===== src/pkg/xparent_consts.vh =====
// constants for the transparent serial channel
`ifndef XPARENT_CONSTS_VH
`define XPARENT_CONSTS_VH
`define REG_MODE 8'h00
`define REG_STATUS 8'h04
`define REG_TX_DESC 8'h08
`define REG_TX_DATA 8'h0C
`define REG_RX_DESC 8'h10
`define REG_RX_DATA 8'h14
`define REG_RSVD_A 8'h28
`define REG_RSVD_B 8'h2A
`define REG_RSVD_C 8'h2C
`define REG_RSVD_D 8'h2E
`define REG_RSVD_E 8'h30
`define MODE_TX_EN 0
`define MODE_RX_EN 1
`define MODE_TDM 2
`define MODE_REVERSE 3
`define MODE_LEN_LSB 4
`define DESC_READY 0
`define DESC_LAST 1
`define DESC_IRQ 2
`define DESC_CONT 3
`define DESC_WRAP 4
`define ST_TX_EVENT 0
`define ST_RX_EVENT 1
`define ST_UNDERRUN 2
`define ST_TX_SYNC 3
`define ST_RX_SYNC 4
`define ST_TX_READY 5
`define ST_RX_EMPTY 6
`define ST_TX_BUSY 7
`define MIN_LEN 4'h3
`define MODE_RESET 16'h00F0
`endif


===== src/design/serial_transparent_channel.v =====
// transparent serial channel with single transmit and receive descriptor
`timescale 1ns/1ps
`include "xparent_consts.vh"
module serial_transparent_channel (
  input wire clk_sys,
  input wire reset,
  input wire [7:0] addr,
  input wire [15:0] wdata,
  input wire wr,
  input wire rd,
  output reg [15:0] rdata,
  input wire serial_bit_clock,
  input wire sync_pin_n,
  input wire tdm_frame_sync,
  input wire tdm_tx_slot,
  input wire tdm_rx_slot,
  input wire rx_data,
  output reg tx_data,
  output reg tx_event,
  output reg rx_event
);

// ------------------------------------------------------------
// input synchronisers
// ------------------------------------------------------------
reg [1:0] clk_s1;
reg [1:0] clk_s2;
reg [1:0] sync_s;
reg [3:0] tdm_s1;
reg [3:0] tdm_s2;
reg clk_prev;
always @(posedge clk_sys) begin
  if (reset) begin
    clk_s1 <= 2'h0;
    clk_s2 <= 2'h0;
    sync_s <= 2'h3;
    tdm_s1 <= 4'h0;
    tdm_s2 <= 4'h0;
    clk_prev <= 1'b0;
  end else begin
    clk_s1 <= {rx_data, serial_bit_clock};
    clk_s2 <= clk_s1;
    sync_s <= {sync_s[0], sync_pin_n};
    tdm_s1 <= {tdm_rx_slot, tdm_tx_slot, tdm_frame_sync, 1'b0};
    tdm_s2 <= tdm_s1;
    clk_prev <= clk_s2[0];
  end
end
wire bclk = clk_s2[0];
wire rx_bit = clk_s2[1];
wire sync_low = ~sync_s[1];
wire frame_sync = tdm_s2[1];
wire tx_slot = tdm_s2[2];
wire rx_slot = tdm_s2[3];
// one bit clock shared by both directions
wire rise = bclk & ~clk_prev;
wire fall = ~bclk & clk_prev;

// ------------------------------------------------------------
// registers
// ------------------------------------------------------------
reg [15:0] mode;
reg [4:0] tx_desc;
reg [15:0] tx_buf;
reg [4:0] rx_desc;
reg [15:0] rx_buf;
reg underrun;
reg tx_sync;
reg rx_sync;
reg tx_ev_flag;
reg rx_ev_flag;
wire tx_en = mode[`MODE_TX_EN];
wire rx_en = mode[`MODE_RX_EN];
wire tdm = mode[`MODE_TDM];
wire reverse = mode[`MODE_REVERSE];
// length code 3..15 means 4..16 bits
wire [3:0] len_code = (mode[7:4] < `MIN_LEN) ? `MIN_LEN : mode[7:4];

// ------------------------------------------------------------
// transmitter
// ------------------------------------------------------------
reg [3:0] tx_cnt;
reg [15:0] tx_sh;
reg tx_data_char;
reg tx_pre_done;
reg tx_frame_seen;
reg tx_load_ok;
// underrun only counts after a descriptor that was not the last
reg tx_last_closed;
wire tx_gate = tdm ? tx_slot : 1'b1;
wire tx_ready = tx_desc[`DESC_READY];
always @(posedge clk_sys) begin
  if (reset) begin
    tx_cnt <= 4'h0;
    tx_sh <= 16'hFFFF;
    tx_data_char <= 1'b0;
    tx_pre_done <= 1'b0;
    tx_sync <= 1'b0;
    tx_frame_seen <= 1'b0;
    tx_data <= 1'b1;
    tx_event <= 1'b0;
    tx_ev_flag <= 1'b0;
    underrun <= 1'b0;
    tx_load_ok <= 1'b0;
    tx_last_closed <= 1'b0;
  end else begin
    tx_event <= 1'b0;
    // clears sit first so a same-cycle set below wins
    if (wr && addr == `REG_STATUS && wdata[`ST_TX_EVENT])
      tx_ev_flag <= 1'b0;
    if (wr && addr == `REG_STATUS && wdata[`ST_UNDERRUN])
      underrun <= 1'b0;
    if (!tx_en) begin
      tx_sync <= 1'b0;
      tx_pre_done <= 1'b0;
      tx_frame_seen <= 1'b0;
      tx_data_char <= 1'b0;
      tx_cnt <= 4'h0;
      tx_data <= 1'b1;
      tx_load_ok <= 1'b0;
    end else begin
      if (frame_sync)
        tx_frame_seen <= 1'b1;
      // pin sync; first slot after frame sync with the tx descriptor ready
      if (!tx_sync && !tdm && rise && sync_low)
        tx_sync <= 1'b1;
      if (!tx_sync && tdm && tx_frame_seen && tx_slot && tx_ready)
        tx_sync <= 1'b1;
      if (fall && tx_gate) begin
        // idles until data; one bit per clock
        tx_data <= (tx_sync && tx_data_char) ? tx_sh[0] : 1'b1;
        tx_sh <= {1'b1, tx_sh[15:1]};
        if (tx_cnt == len_code) begin
          tx_cnt <= 4'h0;
          tx_data_char <= 1'b0;
          // two full ones characters before first data outside TDM; in TDM data loads at the first boundary
          if (tx_sync)
            tx_pre_done <= tdm ? 1'b1 : tx_load_ok;
          tx_load_ok <= tx_sync;
          if (tx_sync && (tx_pre_done || tdm) && tx_ready) begin
            tx_sh <= reverse ? rev16(tx_buf) >> (4'hF - len_code) : tx_buf;
            tx_data_char <= 1'b1;
            underrun <= 1'b0;
            tx_last_closed <= tx_desc[`DESC_LAST];
            if (tx_desc[`DESC_IRQ]) begin
              tx_event <= 1'b1;
              tx_ev_flag <= 1'b1;
            end
          end else if (tx_sync && tx_data_char && !tx_ready && !tx_last_closed) begin
            // ran out of buffers after a non-last one
            underrun <= 1'b1;
          end
        end else begin
          tx_cnt <= tx_cnt + 4'h1;
        end
      end
    end
  end
end

function [15:0] rev16;
  input [15:0] v;
  integer i;
  begin
    for (i = 0; i < 16; i = i + 1)
      rev16[i] = v[15 - i];
  end
endfunction

// tx descriptor closes at the load above
wire tx_close = fall && tx_gate && tx_cnt == len_code && tx_sync && (tx_pre_done || tdm) && tx_ready && tx_en;

// ------------------------------------------------------------
// receiver
// ------------------------------------------------------------
reg [3:0] rx_cnt;
reg [15:0] rx_sh;
reg rx_frame_seen;
reg rx_full;
wire rx_gate = tdm ? rx_slot : 1'b1;
wire rx_sync_now = !rx_sync && (tdm ? (rx_frame_seen && rx_slot) : sync_low);
wire rx_take = rx_en && rise && rx_gate && (rx_sync || rx_sync_now);
wire [15:0] rx_next_sh = reverse ? {rx_sh[14:0], rx_bit} : {rx_bit, rx_sh[15:1]};
wire rx_close = rx_take && rx_cnt == len_code;
always @(posedge clk_sys) begin
  if (reset) begin
    rx_cnt <= 4'h0;
    rx_sh <= 16'h0000;
    rx_sync <= 1'b0;
    rx_frame_seen <= 1'b0;
    rx_event <= 1'b0;
    rx_ev_flag <= 1'b0;
    rx_full <= 1'b0;
  end else begin
    rx_event <= 1'b0;
    if (wr && addr == `REG_STATUS && wdata[`ST_RX_EVENT])
      rx_ev_flag <= 1'b0;
    if (!rx_en) begin
      rx_sync <= 1'b0;
      rx_cnt <= 4'h0;
      rx_frame_seen <= 1'b0;
    end else begin
      if (frame_sync)
        rx_frame_seen <= 1'b1;
      // first sampled low syncs and latches bit
      if (rx_take) begin
        rx_sync <= 1'b1;
        rx_sh <= rx_next_sh;
        rx_cnt <= rx_close ? 4'h0 : rx_cnt + 4'h1;
      end
      // store only into an empty descriptor
      if (rx_close && rx_desc[`DESC_READY]) begin
        rx_full <= 1'b1;
        if (rx_desc[`DESC_IRQ]) begin
          rx_event <= 1'b1;
          rx_ev_flag <= 1'b1;
        end
      end
    end
  end
end

// ------------------------------------------------------------
// descriptors and register port
// ------------------------------------------------------------
always @(posedge clk_sys) begin
  if (reset) begin
    mode <= `MODE_RESET;
    tx_desc <= 5'h00;
    tx_buf <= 16'h0000;
    rx_desc <= 5'h00;
    rx_buf <= 16'h0000;
    rdata <= 16'h0000;
  end else begin
    if (wr && addr == `REG_MODE)
      mode <= wdata;
    if (wr && addr == `REG_TX_DATA)
      tx_buf <= wdata;
    if (wr && addr == `REG_TX_DESC)
      tx_desc <= wdata[4:0];
    // close clears ready; continuous keeps it
    else if (tx_close && !tx_desc[`DESC_CONT])
      tx_desc[`DESC_READY] <= 1'b0;
    if (wr && addr == `REG_RX_DESC)
      rx_desc <= wdata[4:0];
    // clear empty on fill; continuous keeps it
    else if (rx_en && rx_close && rx_desc[`DESC_READY] && !rx_desc[`DESC_CONT])
      rx_desc[`DESC_READY] <= 1'b0;
    if (rx_en && rx_close && rx_desc[`DESC_READY])
      rx_buf <= reverse ? rx_next_sh : rx_next_sh >> (4'hF - len_code);
    rdata <= 16'h0000;
    if (rd) begin
      case (addr)
        `REG_MODE: rdata <= mode;
        `REG_STATUS: rdata <= {8'h00, tx_cnt != 4'h0 || tx_data_char, rx_desc[`DESC_READY],
          tx_desc[`DESC_READY], rx_sync, tx_sync, underrun, rx_ev_flag, tx_ev_flag};
        `REG_TX_DESC: rdata <= {11'h000, tx_desc};
        `REG_TX_DATA: rdata <= tx_buf;
        `REG_RX_DESC: rdata <= {11'h000, rx_desc};
        `REG_RX_DATA: rdata <= rx_buf;
        default: rdata <= 16'h0000;
      endcase
    end
  end
end
endmodule // serial_transparent_channel


===== config.mk =====
export PLATFORM = sky130hd
export DESIGN_NAME = serial_transparent_channel
export DESIGN_NICKNAME = d
export VERILOG_FILES = /design/src/design/serial_transparent_channel.v
export VERILOG_INCLUDE_DIRS = /design/src /design/src/pkg
export SDC_FILE = /design/constraint.sdc
export NUM_CORES = 1
export LEC_CHECK = 0
export ABC_AREA = 1
export BUFFER_PORTS_ARGS = -buffer_cell sky130_fd_sc_hd__buf_2
export CORE_MARGIN = 2
export CORE_UTILIZATION = 45
export CTS_BUF_LIST = sky130_fd_sc_hd__clkbuf_4 sky130_fd_sc_hd__clkbuf_8 sky130_fd_sc_hd__clkbuf_16
export DETAILED_ROUTE_END_ITERATION = 6
export PLACE_DENSITY = 0.59
export SLEW_MARGIN = 5
export SYNTH_ARGS = -nofsm -noshare
export SYNTH_HDL_FRONTEND = slang
export SYNTH_SLANG_ARGS = --single-unit

===== constraint.sdc =====
create_clock -name clk_sys -period 2.4 [get_ports clk_sys]
set_input_delay 0.48 -clock clk_sys [delete_from_list [all_inputs] [get_ports clk_sys]]
set_output_delay 0.48 -clock clk_sys [all_outputs]
set_load 0.01 [all_outputs]

### Word level (Yosys, flattened, before mapping)

Index checks and enable logic that the tools add are counted.

| word-level totals | value |
|---|---|
| register bits | 143 |
| memory bits (read-only) | 0 |
| memories kept | 0 |
| bits of input ports | 34 |
| memory bits (writable) | 0 |
| latch bits | 0 |
| word-level logic and storage cells | 159 |

| cells by class | value |
|---|---|
| $mul | 0 |
| order comparisons | 1 |
| muxes and demuxes | 39 |
| add/sub/neg operators | 3 |
| bitwise gates (word level) | 12 |
| reductions and logical operators | 62 |
| divide/modulo/power cells | 0 |
| equal/unequal tests | 7 |
| shift operators | 2 |

Operators by type and width:

| kind | count |
|---|---|
| $pmux W16 S6 | 1 |
| $mux W16 | 5 |
| $logic_and A1 B1 Y1 | 37 |
| $shr A16 B4 Y16 | 2 |
| $mux W1 | 30 |
| $eq A8 B4 Y1 const B | 2 |
| $eq A8 B5 Y1 const B | 2 |
| $mux W4 | 3 |
| $not A1 Y1 | 10 |
| $add A4 B1 Y4 const B | 2 |
| $eq A4 B4 Y1 | 2 |
| $eq A8 B3 Y1 const B | 1 |
| $logic_not A8 Y1 | 1 |
| $logic_not A1 Y1 | 7 |
| $reduce_and A2 Y1 | 3 |
| $reduce_bool A2 Y1 | 3 |
| $reduce_or A2 Y1 | 3 |
| $reduce_or A5 Y1 | 1 |
| $lt A4 B2 Y1 const B | 1 |
| $reduce_and A4 Y1 | 1 |
| $reduce_bool A4 Y1 | 1 |
| $sub A4 B4 Y4 const A | 1 |
| $logic_or A1 B1 Y1 | 3 |
| $reduce_and A3 Y1 | 1 |
| other kinds (2) | 3 |

### Longest topological paths before layout

| depth | value |
|---|---|
| depth in word-level cells | 11 |
| mapped depth | 16 |

### Worst setup path before layout

OpenSTA, ideal clock, no wires.

| timing path | value |
|---|---|
| path type | in2reg |
| from | in addr[7] |
| to | reg tx_buf[10] |
| slack | 0.586 ns |
| stages on the path | 9 |
| arrival | 1.685 ns |
| path buffers | 1 |
| library setup time | 0.128 ns |
| required time | 2.272 ns |
| cell sequence | nor2_1 > nand3_1 > nor2_1 > nand2_1 > nor2_2 > inv_1 > clkbuf_1 > o21ai_0 > a21oi_1 |

| between the ends | value |
|---|---|
| cells in the longest elaborated chain, start to end | 2 |

Ends and longest elaborated chain:

| what | RTL line | text |
|---|---|---|
| start, declared | serial_transparent_channel.v:7 | `input wire [7:0] addr,` |
| $eq A8 B4 Y1 | -- |  |
| $logic_and A1 B1 Y1 (no line) | -- |  |
| end signal, assigned | serial_transparent_channel.v:238 | `tx_buf <= wdata;` |
| end, declared | serial_transparent_channel.v:64 | `reg [15:0] tx_buf;` |

Every way passes these cells.
A chain may end at the register's enable or synchronous reset.

### Final worst setup path

| timing path | value |
|---|---|
| from | reg mode[6] |
| to | reg rx_buf[9] |

| between the ends | value |
|---|---|
| cells in the longest elaborated chain, start to end | 6 |

Ends and longest elaborated chain:

| what | RTL line | text |
|---|---|---|
| start, declared | serial_transparent_channel.v:62 | `reg [15:0] mode;` |
| start signal, assigned | serial_transparent_channel.v:228 | `` mode <= `MODE_RESET; `` |
| start signal, assigned | serial_transparent_channel.v:236 | `mode <= wdata;` |
| $lt A4 B2 Y1 (no line) | -- |  |
| $mux W4 * | serial_transparent_channel.v:77 | `` wire [3:0] len_code = (mode[7:4] < `MIN_LEN) ? `MIN_LEN : mode[7:4]; `` |
| parallel branches: the longest is 4 deep, another holds $sub A4 B4 Y4 | -- |  |
| end signal, assigned | serial_transparent_channel.v:250 | `rx_buf <= reverse ? rx_next_sh : rx_next_sh >> (4'hF - len_code);` |
| end, declared | serial_transparent_channel.v:66 | `reg [15:0] rx_buf;` |

Every way passes the cells marked *.

==> run_results.csv <==
group,metric,value,unit
run_status,run_status,"finished clean",
synth,synth.top_cell.area_share,38.9,%
routing,wire_per_inst,16.1,um
synth,synth_cell_type_count,40,
routing,violation_count_after_the_first_detailed_route_iteration,529,
global_routing,grt_pass1_vias,6783,
die,pin_count,53,
synth,synth_sequential_area_ratio,38.9,%
synth,synth-main-ff-cell,"dfxtp_1",
critical_path,worst_path_largest_cell_delay,0.40,ns
worst_hold_path,worstHoldEndpoint,"sync_s[0]",
synth,post_synth.cell_area_avg,6.55,um2
clock_network,cts_htree_levels,4,
cells_and_area,ff_latch_area,2820,um2
synth,ys.warnings.count,0,
cells_and_area,multi_input_comb_area,3720,um2
routing,drt-met1-wl,10.7,mm
critical_path,worstSetupEndpointType,"register",
cells_and_area,finalNetCount,1193,
cells_and_area,total_of_fill_cells_in_the_finished_design,1635,
critical_path,cp_slowest_cell,"dfxtp_1",
global_routing,largest_net_degree_at_the_start_of_global_routing,73,
critical_path,timing.critical_path.cells,"buf_12 > nor2_1 > nor2_2 > nor2_1 > nor3_2 > nand2_2 > nor2_8 > nand3_1 > o211ai_1 > inv_1",
synth,ys_ff_latch,141,
clock_network,cts_hold_buffers,0,
global_routing,groute.usage.overall,27.2,%
placement,place.port_buffers,52,
worst_hold_path,worst_hold_startpoint,"sync_pin_n",
power,post-layout-total-power,5.13,mW
clock_network,cts_num_sinks,141,
synth,synth_largest_area_cell,"dfxtp_1",
critical_path,crit_path_frequent_cell,"nor2_1",
critical_path,rr_endpoint,"rx_buf[9]",
timing,timing.clock.skew,0.00896,ns
timing,finalCritPeriodShare,88.2,%
routing,antenna_left,0,
power,cellPowerDensity,612,nW/um2
placement,gp_congestion,0.922,
global_routing,grt_antenna_before_repair,0,
routing,top_layer,"met4",
die,die_ht,131,um
routing,route.vias.total,7334,
synth,synth_nets,1145,
cells_and_area,flow.area_growth_from_synthesis,15.5,%
clock_network,numCtsBuffers,17,
die,die-width,131,um
timing,timing.final.crit_period,2.12,ns
synth,async_flop_share,0,%
critical_path,critical_path_fanouts_max,42,
clock_network,cts.repair.resized,0,
routing,remaining_drc_errors,0,
critical_path,worst_ep_required,2.72,ns
synth,netlist_top_cells_area,"dfxtp_1 (39%), nand2_1 (14%), nand3_1 (8.5%)",
critical_path,setup.worst_path.class,"reg2reg",
worst_hold_path,worst_hold_path_type,"in2reg",
clock_network,worst_setup_hold_path_clk_slew,0.07,ns
critical_path,worst_r2r_path_depth,10,
power,ir_worst_vdd,0.501,mV
clock_network,clock_insertion_delay_worst_skew,0.43,ns
die,start_util,45.8,%
critical_path,critPathArrivalTime,2.44,ns
routing,met2_wirelength,9.74,mm
timing,hold_viol,0,
clock_network,cts_tree,"built",
timing,finalMaxSlewViolations,0,
routing,drt_pre_antenna_iters,5,
die,die_area,17200,um2
critical_path,crit-reg2reg-launch,"mode[6]",
clock_network,cts_post_setup_buffers_inserted,0,
routing,routed_wirelength,22.3,mm
die,rows,46,
timing,max_freq,472,MHz
global_routing,grt_overflow_total,0,
critical_path,setup.worst_path.start_class,"register",
die,core_region_area,15800,um2
timing,slew_headroom,34.9,%
synth,post_synth_instance_area,7250,um2
synth,synth_edf_count,0,
critical_path,r2r_setup_slack,0.28,ns
run,cap_viol_max_count,0,
critical_path,cp-startpoint,"mode[6]",
power,leakage,3.53,nW
timing,worst-slew-pin-transition,0.973,ns
clock_network,cts_root_buffer,"clkbuf_16",
synth,cell_count_after_synthesis,1108,
clock_network,clk_path_buf_depth,2,
worst_hold_path,min_delay_path_depth,2,
timing,final_setup_violating_endpoints,0,
cells_and_area,antenna_cells_inserted,0,
cells_and_area,final_layout_size_suffix_gt1_share,11.5,%
timing,final.setup.tns,0,ns
routing,route.met3.wl,1.37,mm
global_routing,wire_length_of_the_first_global_routing_pass,35.7,mm
placement,detailedPlacementHpwl,16.4,mm
timing,rsz0062_at_grt,"no",
routing,drt-vias-per-instance,5.30,
==> cell usage in the layout (no fill, tap or decap), drive strengths merged <==
cell      Yosys  final
nand2       265    265
dfxtp       141    141
inv         117    126
nand3       124    124
nor2        116    116
o21ai       108    108
a21oi        92     92
buf          26     84
o211ai       20     20
clkbuf       29     17
nor3         14     14
a31oi         9      9
nand4         9      9
clkinv        5      8
o22ai         7      7
xor2          7      7
a221oi        3      3
and2          3      3
ha            3      3
o221ai        2      2
a41oi         2      2
or2           2      2
clkinvlp      0      2
o31ai         1      1
o21a          1      1
o211a         1      1
a211oi        1      1
bufinv        0      1
==> layer usage <==
| layer | track usage [%] | vias up |
|---|---|---|
| li1 | - | 3747 |
| met1 | 38.2 | 3327 |
| met2 | 41.6 | 226 |
| met3 | 5.21 | 34 |
| met4 | 10.3 | 0 |
| met5 | 0 | - |
==> stage by stage <==
stage	worst slack [ns]	hold slack (ns)	utilization (%)	cells	cell area, um2
after floorplan	0.586	0.388	-	1108	7250
after global placement	0.180	0.389	49.3	1353	7800
after detailed placement	0.105	0.392	49.3	1353	7800
after CTS	0.286	0.214	52.9	1385	8380
after global routing	0.0540	0.223	52.9	1385	8380
final	0.282	0.223	52.9	1385	8380
==> flip-flops by register name, summed over array words and instances, names as in the netlist, 2 cells and up <==
register and flops:
tdm_s2 3, rx_cnt 4, tx_sh 16, tx_buf 16, rx_desc 5, rx_sh 16, clk_s2 2, sync_s 2
mode 16, tx_cnt 4, tx_desc 5, rdata 16, tdm_s1 3, clk_s1 2, rx_buf 16
==> cells by family after synthesis <==
kind of cell | after synthesis | synth area share [%]
compound gates | 247 | 18.7
xor+xnor | 7 | 0.845
fa+ha+maj | 3 | 0.517
buf+inv | 177 | 9.74
flops | 141 | 38.9
simple gates | 533 | 31.2
==> how the worst max path moves through the flow <==
stage | to | slack [ns] | cells after the start
global route | rx_buf[9] | 0.05 | 10
global placement | tx_buf[4] | 0.18 | 9
finish | rx_buf[9] | 0.28 | 10
CTS | rx_buf[5] | 0.29 | 10
detailed placement | tx_buf[12] | 0.10 | 9
floorplan | tx_buf[10] | 0.59 | 9
==> where the power goes <==
group | switching, mW | internal [mW]
sequential | 0.00547 | 2.35
combinational | 0.0953 | 0.0449
clock | 1.17 | 1.46
==> critical path: cells and delay by family, from the launching register on <==
kind            cells  cell delay [ns]
simple gates        7             1.19
flops               1             0.40
buf+inv             2             0.31
compound gates      1             0.10
==> cell usage after synthesis (11+ instances only) <==
cell / n
clkbuf_1: 29
o21ai_0: 106
inv_1: 114
nor2_1: 112
a21oi_1: 91
o211ai_1: 20
dfxtp_1: 141
nand3_1: 123
nand2_1: 262
nor3_1: 11
buf_2: 18
==> cell type report <==
type / count / area share [%]
clock buffer: 17 / 5.08
multi-input combinational: 790 / 44.5
tap: 216 / 3.23
inverter: 122 / 5.48
sequential: 141 / 33.7
clock inverter: 15 / 1.81
timing repair buffer: 84 / 6.27
No activity file was read; power rests on OpenSTA's default activity.
